$ cat src/cal_pkg.sv
// Purpose: Shared constants and types for the converter calibration control block
// Assumes: 10 MHz system clock, plain register port with one-cycle read latency
// Notes: Register offsets are word indices on the plain port
package cal_pkg;

  // ****************************************
  // Register map
  // ****************************************
  localparam logic [3:0] ADDR_MODE = 4'h0;
  localparam logic [3:0] ADDR_STAT = 4'h1;
  localparam logic [3:0] ADDR_MASK = 4'h2;
  localparam logic [3:0] ADDR_OFS0 = 4'h3;
  localparam logic [3:0] ADDR_GAIN0 = 4'h4;
  localparam logic [3:0] ADDR_OFS1 = 4'h5;
  localparam logic [3:0] ADDR_GAIN1 = 4'h6;
  localparam logic [3:0] ADDR_RATE = 4'h7;

  // ****************************************
  // Field positions
  // ****************************************
  // Mode register: [2:0] mode, [4] primary enable, [5] auxiliary enable
  localparam int MODE_LSB = 0;
  localparam int EN0_BIT = 4;
  localparam int EN1_BIT = 5;
  // Status register: [0] ready0, [1] ready1, [2] error0, [3] error1, [4] missing ref (live)
  localparam int RDY0_BIT = 0;
  localparam int RDY1_BIT = 1;
  localparam int PRIMARY_ERROR_FLAG_BIT = 2;
  localparam int AUXILIARY_ERROR_FLAG_BIT = 3;
  localparam int NOREF_BIT = 4;
  localparam int NUM_EVT = 4;

  // ****************************************
  // Modes and values
  // ****************************************
  localparam logic [2:0] MODE_IDLE = 3'h0;
  localparam logic [2:0] MODE_INT_ZERO = 3'h4;
  localparam logic [2:0] MODE_INT_FULL = 3'h5;
  localparam logic [2:0] MODE_SYS_ZERO = 3'h6;
  localparam logic [2:0] MODE_SYS_FULL = 3'h7;
  localparam logic [7:0] RATE_SLOWEST = 8'hFF;
  localparam logic [7:0] RATE_RESET = 8'h45;
  localparam logic [23:0] GAIN_UNITY = 24'h80_0000;
  localparam int GAIN_FRAC = 23;

  typedef enum logic [1:0] {
    CAL_NONE,
    CAL_INT_REF,
    CAL_EXT_PIN
  } input_sel_e;

  typedef struct packed {
    logic [23:0] ofs0;
    logic [23:0] gain0;
    logic [23:0] ofs1;
    logic [23:0] gain1;
  } coef_s;

  typedef struct packed {
    logic wr;
    logic rd;
    logic [3:0] addr;
    logic [23:0] wdata;
  } reg_req_s;

endpackage

$ cat src/adc_calibration_control.sv
// Purpose: Calibration control and output correction for a primary and an auxiliary converter
// Assumes: Filter words arrive with a valid pulse; factory coefficients are presented at reset release
// Notes: The analog modulator and filter live outside; this block steers them and stores results
//
// Operation
// - Four calibration modes are selected by the mode bits of the converter mode register.
// - After power-on the factory offset and gain for both converters are copied into the coefficient registers.
// - Each converter has its own software-visible offset and gain registers.
// - A calibration started with a converter enabled overwrites that converter's coefficients.
// - Zero-scale and full-scale points are each taken by running one conversion on the applied input.
// - A zero-scale result is written into the offset register of the calibrated converter.
// - A full-scale result is written into the gain register of the calibrated converter.
// - Internal modes route the internal zero or full-scale reference to the converter input.
// - Every calibration runs at the slowest filter rate whatever rate is programmed.
// - Coefficients are normalized before they scale filter words.
// - Correction subtracts the offset first and then multiplies by the gain.
// - Completion sets the converter's ready flag, which can be polled or raise the interrupt.
// - A missing reference during calibration blocks the register update and sets the error flag.
//
// Local design decisions: the register addresses and strobed register access.
module adc_calibration_control
  import cal_pkg::*;
(
  // Clock and reset
  input wire logic clk_sys,
  input wire logic rst,
  // Register port
  input wire reg_req_s req,
  output logic [23:0] rd_data,
  output logic irq,
  // Factory coefficient store
  input wire coef_s factory_coef,
  // Converter side
  input wire logic [1:0] word_valid,
  input wire logic [47:0] word_data,
  input wire logic missing_reference_pin,
  output input_sel_e input_sel,
  output logic [1:0] conv_run,
  output logic [7:0] filter_rate,
  output logic [1:0] out_valid,
  output logic [47:0] out_data
);

  // ****************************************
  // Registers
  // ****************************************
  logic [5:0] converter_mode_register_r;
  logic [NUM_EVT-1:0] stat_r;
  logic [NUM_EVT-1:0] mask_r;
  logic [7:0] rate_r;
  coef_s coef_r;
  logic loaded_r;
  logic noref_s1_r;
  logic noref_r;
  logic [1:0] noref_seen_r;
  logic [NUM_EVT-1:0] evt;
  logic [2:0] mode;
  logic cal_active;
  logic is_zero;
  logic [1:0] en;

  assign mode = converter_mode_register_r[MODE_LSB +: 3];
  assign en = {converter_mode_register_r[EN1_BIT], converter_mode_register_r[EN0_BIT]};
  assign cal_active = mode[2] && (en != 2'b00);
  assign is_zero = !mode[0];

  // Missing reference is asynchronous to this clock
  always_ff @(posedge clk_sys or posedge rst) begin
    if (rst) begin
      noref_s1_r <= 1'b0;
      noref_r <= 1'b0;
    end else begin
      noref_s1_r <= missing_reference_pin;
      noref_r <= noref_s1_r;
    end
  end

  // ****************************************
  // Converter steering
  // ****************************************
  always_comb begin
    if (!cal_active) begin
      input_sel = CAL_NONE;
    end else if (!mode[1]) begin
      input_sel = CAL_INT_REF;
    end else begin
      input_sel = CAL_EXT_PIN;
    end
  end
  assign conv_run = cal_active ? en : 2'b00;
  assign filter_rate = cal_active ? RATE_SLOWEST : rate_r;

  // ****************************************
  // Mode register
  // ****************************************
  always_ff @(posedge clk_sys or posedge rst) begin
    if (rst) begin
      converter_mode_register_r <= 6'h00;
    end else if (req.wr && req.addr == ADDR_MODE) begin
      converter_mode_register_r <= req.wdata[5:0];
    // Completion needs every enabled converter in one cycle; a lone word only updates its own coefficient
    end else if (cal_active && ((word_valid & en) == en)) begin
      converter_mode_register_r[MODE_LSB +: 3] <= MODE_IDLE;
    end
  end

  // Missing reference seen at any point of a calibration taints its result
  always_ff @(posedge clk_sys or posedge rst) begin
    if (rst) begin
      noref_seen_r <= 2'b00;
    end else if (!cal_active) begin
      noref_seen_r <= 2'b00;
    end else begin
      noref_seen_r <= noref_seen_r | ({2{noref_r}} & en);
    end
  end

  // ****************************************
  // Coefficients
  // ****************************************
  // Factory values are caught one edge after reset release, never under the async reset
  always_ff @(posedge clk_sys or posedge rst) begin
    if (rst) begin
      loaded_r <= 1'b0;
      coef_r <= '0;
    end else begin
      loaded_r <= 1'b1;
      if (!loaded_r) begin
        coef_r <= factory_coef;
      end else begin
        if (req.wr && req.addr == ADDR_OFS0) coef_r.ofs0 <= req.wdata;
        if (req.wr && req.addr == ADDR_GAIN0) coef_r.gain0 <= req.wdata;
        if (req.wr && req.addr == ADDR_OFS1) coef_r.ofs1 <= req.wdata;
        if (req.wr && req.addr == ADDR_GAIN1) coef_r.gain1 <= req.wdata;
        if (cal_active && en[0] && word_valid[0] && !noref_seen_r[0] && !noref_r) begin
          if (is_zero) coef_r.ofs0 <= word_data[23:0];
          else coef_r.gain0 <= word_data[23:0];
        end
        if (cal_active && en[1] && word_valid[1] && !noref_seen_r[1] && !noref_r) begin
          if (is_zero) coef_r.ofs1 <= word_data[47:24];
          else coef_r.gain1 <= word_data[47:24];
        end
      end
    end
  end

  // ****************************************
  // Output correction
  // ****************************************
  // Gain is normalized so the unity code scales by one; product is truncated back to 24 bits
  genvar g;
  generate
    for (g = 0; g < 2; g++) begin : g_corr
      logic [23:0] ofs;
      logic [23:0] gain;
      logic signed [24:0] diff;
      logic signed [49:0] prod;
      assign ofs = g == 0 ? coef_r.ofs0 : coef_r.ofs1;
      assign gain = g == 0 ? coef_r.gain0 : coef_r.gain1;
      assign diff = $signed({word_data[g*24+23], word_data[g*24 +: 24]}) - $signed({ofs[23], ofs});
      assign prod = 50'(diff * $signed({1'b0, gain}));
      always_ff @(posedge clk_sys or posedge rst) begin
        if (rst) begin
          out_valid[g] <= 1'b0;
          out_data[g*24 +: 24] <= 24'h00_0000;
        end else begin
          out_valid[g] <= word_valid[g] && !cal_active;
          if (word_valid[g] && !cal_active) begin
            out_data[g*24 +: 24] <= noref_r ? 24'hFF_FFFF : prod[GAIN_FRAC +: 24];
          end
        end
      end
    end
  endgenerate

  // ****************************************
  // Status, mask, interrupt
  // ****************************************
  always_comb begin
    evt = '0;
    if (cal_active && (word_valid[0] && en[0])) begin
      evt[RDY0_BIT] = 1'b1;
      evt[PRIMARY_ERROR_FLAG_BIT] = noref_seen_r[0] || noref_r;
    end
    if (cal_active && (word_valid[1] && en[1])) begin
      evt[RDY1_BIT] = 1'b1;
      evt[AUXILIARY_ERROR_FLAG_BIT] = noref_seen_r[1] || noref_r;
    end
    if (!cal_active) begin
      evt[RDY0_BIT] = word_valid[0];
      evt[RDY1_BIT] = word_valid[1];
    end
  end

  // Set wins over a write-one clear in the same cycle
  always_ff @(posedge clk_sys or posedge rst) begin
    if (rst) begin
      stat_r <= '0;
    end else if (req.wr && req.addr == ADDR_STAT) begin
      stat_r <= (stat_r & ~req.wdata[NUM_EVT-1:0]) | evt;
    end else begin
      stat_r <= stat_r | evt;
    end
  end

  always_ff @(posedge clk_sys or posedge rst) begin
    if (rst) begin
      mask_r <= '0;
      rate_r <= RATE_RESET;
    end else begin
      if (req.wr && req.addr == ADDR_MASK) mask_r <= req.wdata[NUM_EVT-1:0];
      if (req.wr && req.addr == ADDR_RATE) rate_r <= req.wdata[7:0];
    end
  end

  assign irq = |(stat_r & mask_r);

  // ****************************************
  // Read port
  // ****************************************
  always_ff @(posedge clk_sys or posedge rst) begin
    if (rst) begin
      rd_data <= 24'h00_0000;
    end else if (req.rd) begin
      case (req.addr)
        ADDR_MODE: rd_data <= {18'h0_0000, converter_mode_register_r};
        ADDR_STAT: rd_data <= {19'h0_0000, noref_r, stat_r};
        ADDR_MASK: rd_data <= {20'h0_0000, mask_r};
        ADDR_OFS0: rd_data <= coef_r.ofs0;
        ADDR_GAIN0: rd_data <= coef_r.gain0;
        ADDR_OFS1: rd_data <= coef_r.ofs1;
        ADDR_GAIN1: rd_data <= coef_r.gain1;
        ADDR_RATE: rd_data <= {16'h0000, rate_r};
        default: rd_data <= 24'h00_0000;
      endcase
    end else begin
      rd_data <= 24'h00_0000;
    end
  end
endmodule

$ cat config.mk
export PLATFORM = sky130hd
export DESIGN_NAME = adc_calibration_control
export DESIGN_NICKNAME = d
export VERILOG_FILES = /design/src/cal_pkg.sv /design/src/adc_calibration_control.sv
export SDC_FILE = /design/constraint.sdc
export NUM_CORES = 2
export LEC_CHECK = 0
export BUFFER_PORTS_ARGS = -buffer_cell sky130_fd_sc_hd__buf_2
export CORE_UTILIZATION = 59
export CTS_CLUSTER_SIZE = 28
export DETAILED_ROUTE_END_ITERATION = 8
export PLACE_DENSITY = 0.8
export SLEW_MARGIN = 10
export SYNTH_ARGS = -nofsm -noshare
export SYNTH_HDL_FRONTEND = slang
export SYNTH_SLANG_ARGS = --single-unit
$ cat constraint.sdc
create_clock -name clk_sys -period 8.8 [get_ports clk_sys]
set_input_delay 1.32 -clock clk_sys [delete_from_list [all_inputs] [get_ports clk_sys]]
set_output_delay 1.32 -clock clk_sys [all_outputs]
set_load 0.1 [all_outputs]
[Word-level counts from Yosys, hierarchy flattened]
Cells that the tools add are included.
Storage, ports and cells
  word-level logic and storage cells: 100
  register bits: 197
Cells by class
  multiplexer cells: 28
  bitwise gates (word level): 8
  multipliers: 2
  add/subtract/negate cells: 2
  reduce and logical (&&, ||, !) cells: 34
  eq/ne operators: 8
Operator list (count)
  $mux 24: 11
  $pmux 24 s8: 1
  $mux 48: 2
  $mux 96: 1
  $mul 25x25->47: 2
  $sub 24x24->25: 2
  $logic_and 1x1->1: 24
  $eq 4x3->1 const B: 4
  $mux 2: 5
  $and 4x4->4: 2
  $eq 4x2->1 const B: 2
  $mux 8: 1
  $or 4x4->4: 2
  $mux 3: 2
  $and 2x2->2: 2
  $eq 4x1->1 const B: 1
  $logic_not 1->1: 4
  $logic_not 4->1: 1
  $mux 1: 4
  $mux 4: 1
  $not 4->4: 1
  $reduce_bool 2->1: 2
  $reduce_or 4->1: 1
  $eq 2x2->1: 1
  2 further kinds: 3

[Depth between registers and ports, before layout]
  depth after elaboration: 8
  mapped depth: 40
  gate-level depth less buffers: 38

[Worst setup path before layout]
OpenSTA, ideal clock, no wires.
  path kind: input port to flip-flop
  from: in word_data[24]
  to: reg out_data[42]
  required time: 8655 ps
  path slack: -1134 ps
  stages: 39
  arrival: 9790 ps
  cells stage by stage: inv_1 -> ha_1 -> fa_1 -> nor2b_1 -> o31ai_1 -> a211oi_1 -> nor3_1 -> o21bai_1 -> nand2_1 -> nand2_1 -> a21oi_1 -> o21ai_0 -> xor2_1 -> clkbuf_1 -> nand2_1 -> fa_1 -> inv_1 -> fa_1 -> [3 not listed] -> inv_1 -> fa_1 -> fa_1 -> inv_1 -> fa_1 -> inv_1 -> ha_1 -> a21oi_1 -> o21ai_0 -> a2111oi_0 -> nor4b_1 -> a211oi_1 -> o21ai_0 -> a21o_1 -> a21o_1 -> a21oi_1 -> xor2_1 -> a21oi_1
Between the ends
  word-level cells in the longest chain between the ends: 3
RTL lines
  from (decl): RTL line adc_calibration_control.sv:35  | input wire logic [47:0] word_data,
  $sub 24x24->25: RTL line adc_calibration_control.sv:160  | assign diff = $signed({word_data[g*24+23], word_data[g*24 +: 24]}) - $signed({ofs[23], ofs});
  $mul 25x25->47: RTL line adc_calibration_control.sv:161  | assign prod = 50'(diff * $signed({1'b0, gain}));
  $mux 24: RTL line adc_calibration_control.sv:169  | out_data[g*24 +: 24] <= noref_r ? 24'hFF_FFFF : prod[GAIN_FRAC +: 24];
  to (signal, indexed assignment): RTL line adc_calibration_control.sv:169
  to (decl): RTL line adc_calibration_control.sv:41  | output logic [47:0] out_data
Every way passes these cells.
A chain may end at the register's enable or synchronous reset.

[Worst setup path in the final report]
  from: in word_data[25]
  to: reg out_data[45]
Same word-level chain as after synthesis.

==> run_results.csv <==
group,metric,value,unit
outcome,outcome,"finished, violations left",
outcome,violations,"setup timing",
cts,cts_tree,"done",
global_routing,global_route_wire_length_before_repair,267,mm
floorplan,core.rowCount,110,
yosys,synthesized_area_fraction_occupied_by_adder_cells,52.2,%
setup_path,worst-endpoint-required,9230,ps
yosys,synth_cells,5801,
yosys,synth-compound-area-share,5.59,%
detailed_routing,route.detailed.drc,0,
setup_path,slowest_delay,530,ps
sta,clock_period_minus_worst_slack,9480,ps
placement,post_dp_hpwl,135,mm
cells_and_area,nFillCells,6514,
cts,worst_skew_pair.late_latency,550,ps
yosys,mapped_cell_area,0.0538,mm²
yosys,yosys_register_bits,197,
yosys,synth_top_family_by_area,"adder cells",
cts,htree_levels,4,
yosys,synth-simple-area-share,15.5,%
cells_and_area,finish.utilization,70.9,%
sta,fin_hold_ws,371,ps
setup_path,crit_path_end_kind,"flop",
yosys,synthArstFlopShare,100,%
cells_and_area,post_layout_nonfiller_instances,7676,
global_routing,maximum_number_of_pins_on_one_net_before_global_route_repair,84,
sta,final_critical_path_setup_slack,-681,ps
cts,clock_tree.root_cell,"sky130_fd_sc_hd__clkbuf_16",
global_routing,grt_util_met2,59.3,%
detailed_routing,dr.pass1.iters,9,
detailed_routing,dr_total_vias,43500,
floorplan,die_area,0.0924,mm²
sta,final_max_slew_viol_count,0,
detailed_routing,wire_per_inst,21.7,µm
sta,setup_viol_count_final,41,
setup_path,worst_path_most_repeated_cell,"sky130_fd_sc_hd__fa_1",
setup_path,r2r.worst_path.cells,41,
global_routing,first_global_vias,48200,
setup_path,slowest_stage,"sky130_fd_sc_hd__fa_1",
detailed_routing,iteration_0_drc_count_of_the_detailed_router,3648,
yosys,synth.yosys.seq_area_share,9.17,%
cells_and_area,multi_input_comb_area,0.0448,mm²
sta,slew_hr,12.7,%
sta,timing.fmax,105,MHz
cts,clkTransAtPathRegs,90,ps
setup_path,largest_fanout_of_any_net_on_the_critical_path,4,
floorplan,floorplan.core_area,0.0901,mm²
sta,final_worst_path_period_share,108,%
yosys,commonest_cells_in_the_netlist,"sky130_fd_sc_hd__inv_1, sky130_fd_sc_hd__fa_1, sky130_fd_sc_hd__nand2_1, sky130_fd_sc_hd__and2_1, sky130_fd_sc_hd__ha_1",
yosys,yosys_synthesis_warning_count,0,
cts,clock-sinks,197,
global_routing,grt_util_all_layers,37.9,%
yosys,synth.largest_area_cell,"sky130_fd_sc_hd__fa_1",
yosys,synthTopCellsByArea,"sky130_fd_sc_hd__fa_1, sky130_fd_sc_hd__inv_1, sky130_fd_sc_hd__dfrtp_1, sky130_fd_sc_hd__and2_1, sky130_fd_sc_hd__ha_1",
floorplan,floorplan.io_pins,266,
yosys,synth-main-ff-cell,"sky130_fd_sc_hd__dfrtp_1",
detailed_routing,antenna_left,0,
placement,io_buffer_count,265,
yosys,synth_xor_xnor_area_share,2.22,%
global_routing,grt_use_met1,47.9,%
global_routing,gr-max-usage-layer,"met2",
hold_path,min-delay-path-class,"reg2reg",
hold_path,hold_path_depth,0,
yosys,mapped_avg_cell_area,9.28,µm²
global_routing,number_of_antenna_violations_at_the_first_check_in_global_routing,19,
cells_and_area,final_nets,8175,
floorplan,fp.dieW,304,µm
sta,final-hold-violation-count,0,
yosys,synth_largest_type_area_fraction,44.7,%
placement,gp_routability_congestion,1.01,
global_routing,overflow,0,
sta,worst_pin_slew,1310,ps
job,timing.max_cap.violations,0,
cts,clock_tree.buffer_depth,2,
setup_path,start_kind,"primary input",
yosys,synthMostInstantiatedCell,"sky130_fd_sc_hd__inv_1",
cells_and_area,final_area,0.0639,mm²
placement,numPlacedInstances,7581,
cells_and_area,final_layout_size_suffix_gt1_share,22.1,%
cells_and_area,seqCellArea,0.00494,mm²
placement,placedInstanceArea,0.0614,mm²
yosys,yosys-mux-area-fraction,4.10,%
sta,grt_setup_unrepaired,"true",
floorplan,floorplan.initialDensity,59.7,%
yosys,postSynthNetCount,7494,
sta,clk_skew,28.3,ps
global_routing,met3_usage,11.3,%
detailed_routing,wl,167,mm
detailed_routing,via_per_inst,5.67,
floorplan,die_height,304,µm
cells_and_area,area_growth,18.7,%
cts,cts_made_buffers,17,
yosys,synth-edff-count,0,
setup_path,cp_data_arrival_time,9910,ps
setup_path,critical_path_class,"in2reg",
yosys,count_of_different_cell_masters_after_synthesis,82,
[through the flow]
| step | worst slack, ps | setup TNS (ps) |
|---|---|---|
| after floorplan | -494 | -6560 |
| after global placement | -1240 | -42240 |
| after detailed placement | -1450 | -49180 |
| after CTS | -560 | -11680 |
| after global routing | -926 | -27790 |
| final | -681 | -16070 |
[flip-flops by register name, summed over array words and instances (netlist names), 4 cells and up]
name	flops
converter_mode_register_r	6
g_corr.gain	48
g_corr.ofs	48
mask_r	4
out_data	48
rate_r	8
rd_data	24
stat_r	4
[final timing paths]
kind	start	to	slack [ps]
worst max-delay path	word_data[25]	out_data[45]	-680
worst min-delay path	noref_s1_r	noref_r	370
worst max register to register	g_corr[1].ofs[1]	out_data[45]	-260
worst min register to register	noref_s1_r	noref_r	370
max in group asynchronous	rst	g_corr[1].gain[9]	5880
min in group asynchronous	rst	noref_r	880
[critical path: cells and delay by family]
family	cells	cell delay [ps]
buf+inv	11	1060
fa+ha+maj	9	3910
simple gates	7	900
xor+xnor	1	180
compound gates	13	2520
[cells in the final DEF (no fill, tap or decap), types with 18 or more instances in the layout]
cell type and count:
sky130_fd_sc_hd__dfrtp_1 193, sky130_fd_sc_hd__nand4_1 18, sky130_fd_sc_hd__mux2_2 109, sky130_fd_sc_hd__nand2_1 619
sky130_fd_sc_hd__xnor2_1 65, sky130_fd_sc_hd__inv_1 1290, sky130_fd_sc_hd__nor2b_1 74, sky130_fd_sc_hd__xnor2_2 25
sky130_fd_sc_hd__nand2b_1 51, sky130_fd_sc_hd__fa_2 38, sky130_fd_sc_hd__and2_1 611, sky130_fd_sc_hd__xor2_1 24
sky130_fd_sc_hd__buf_2 262, sky130_fd_sc_hd__o21ai_0 79, sky130_fd_sc_hd__ha_1 271, sky130_fd_sc_hd__a21oi_2 41
sky130_fd_sc_hd__buf_12 30, sky130_fd_sc_hd__nor2_1 132, sky130_fd_sc_hd__a21o_1 40, sky130_fd_sc_hd__a222oi_1 21
sky130_fd_sc_hd__a21oi_1 146, sky130_fd_sc_hd__buf_4 623, sky130_fd_sc_hd__buf_6 36, sky130_fd_sc_hd__fa_1 1164
sky130_fd_sc_hd__mux2i_1 98, sky130_fd_sc_hd__inv_2 27, sky130_fd_sc_hd__ha_4 39, sky130_fd_sc_hd__nand2_2 22
[cell families (layout without fill, tap and decap cells)]
group                    Yosys count  count (layout)
flip-flops                       197             197
other                              1               7
adder cells (fa/ha/maj)         1524            1524
AO/OA/AOI/OAI                    477             477
buffers and inverters           1615            2307
XOR/XNOR                         135             136
multiplexers                     207             207
AND/OR/NAND/NOR                 1645            1645
[metal layers]
layer | up-vias | wire length [µm]
met3 | 600 | 18800
li1 | 18600 | -
met1 | 22100 | 60900
met4 | 24 | 10300
met2 | 2281 | 76700
met5 | - | 159
[final cells by class]
| type | count | share of cell area [%] |
|---|---|---|
| antenna | 6 | 0.0235 |
| clock buffer | 17 | 0.666 |
| clock inverter | 14 | 0.290 |
| tap | 1176 | 2.30 |
| multi-input combinational | 3990 | 70.1 |
| sequential | 197 | 7.73 |
| inverter | 1322 | 7.81 |
| timing repair buffer | 954 | 11.0 |
[what timing repair did]
| action | in CTS | in global routing |
|---|---|---|
| setup endpoints to repair | 46 | 48 |
| cloned | 3 | 0 |
| setup buffers | 49 | 17 |
| pin swaps | 140 | 87 |
| gates resized for setup | 199 | 94 |
| hold buffers | 0 | 0 |
Power is left out: the tool's default activity adds up to more than one toggle a clock period on the data nets, which glitch-free logic cannot reach.
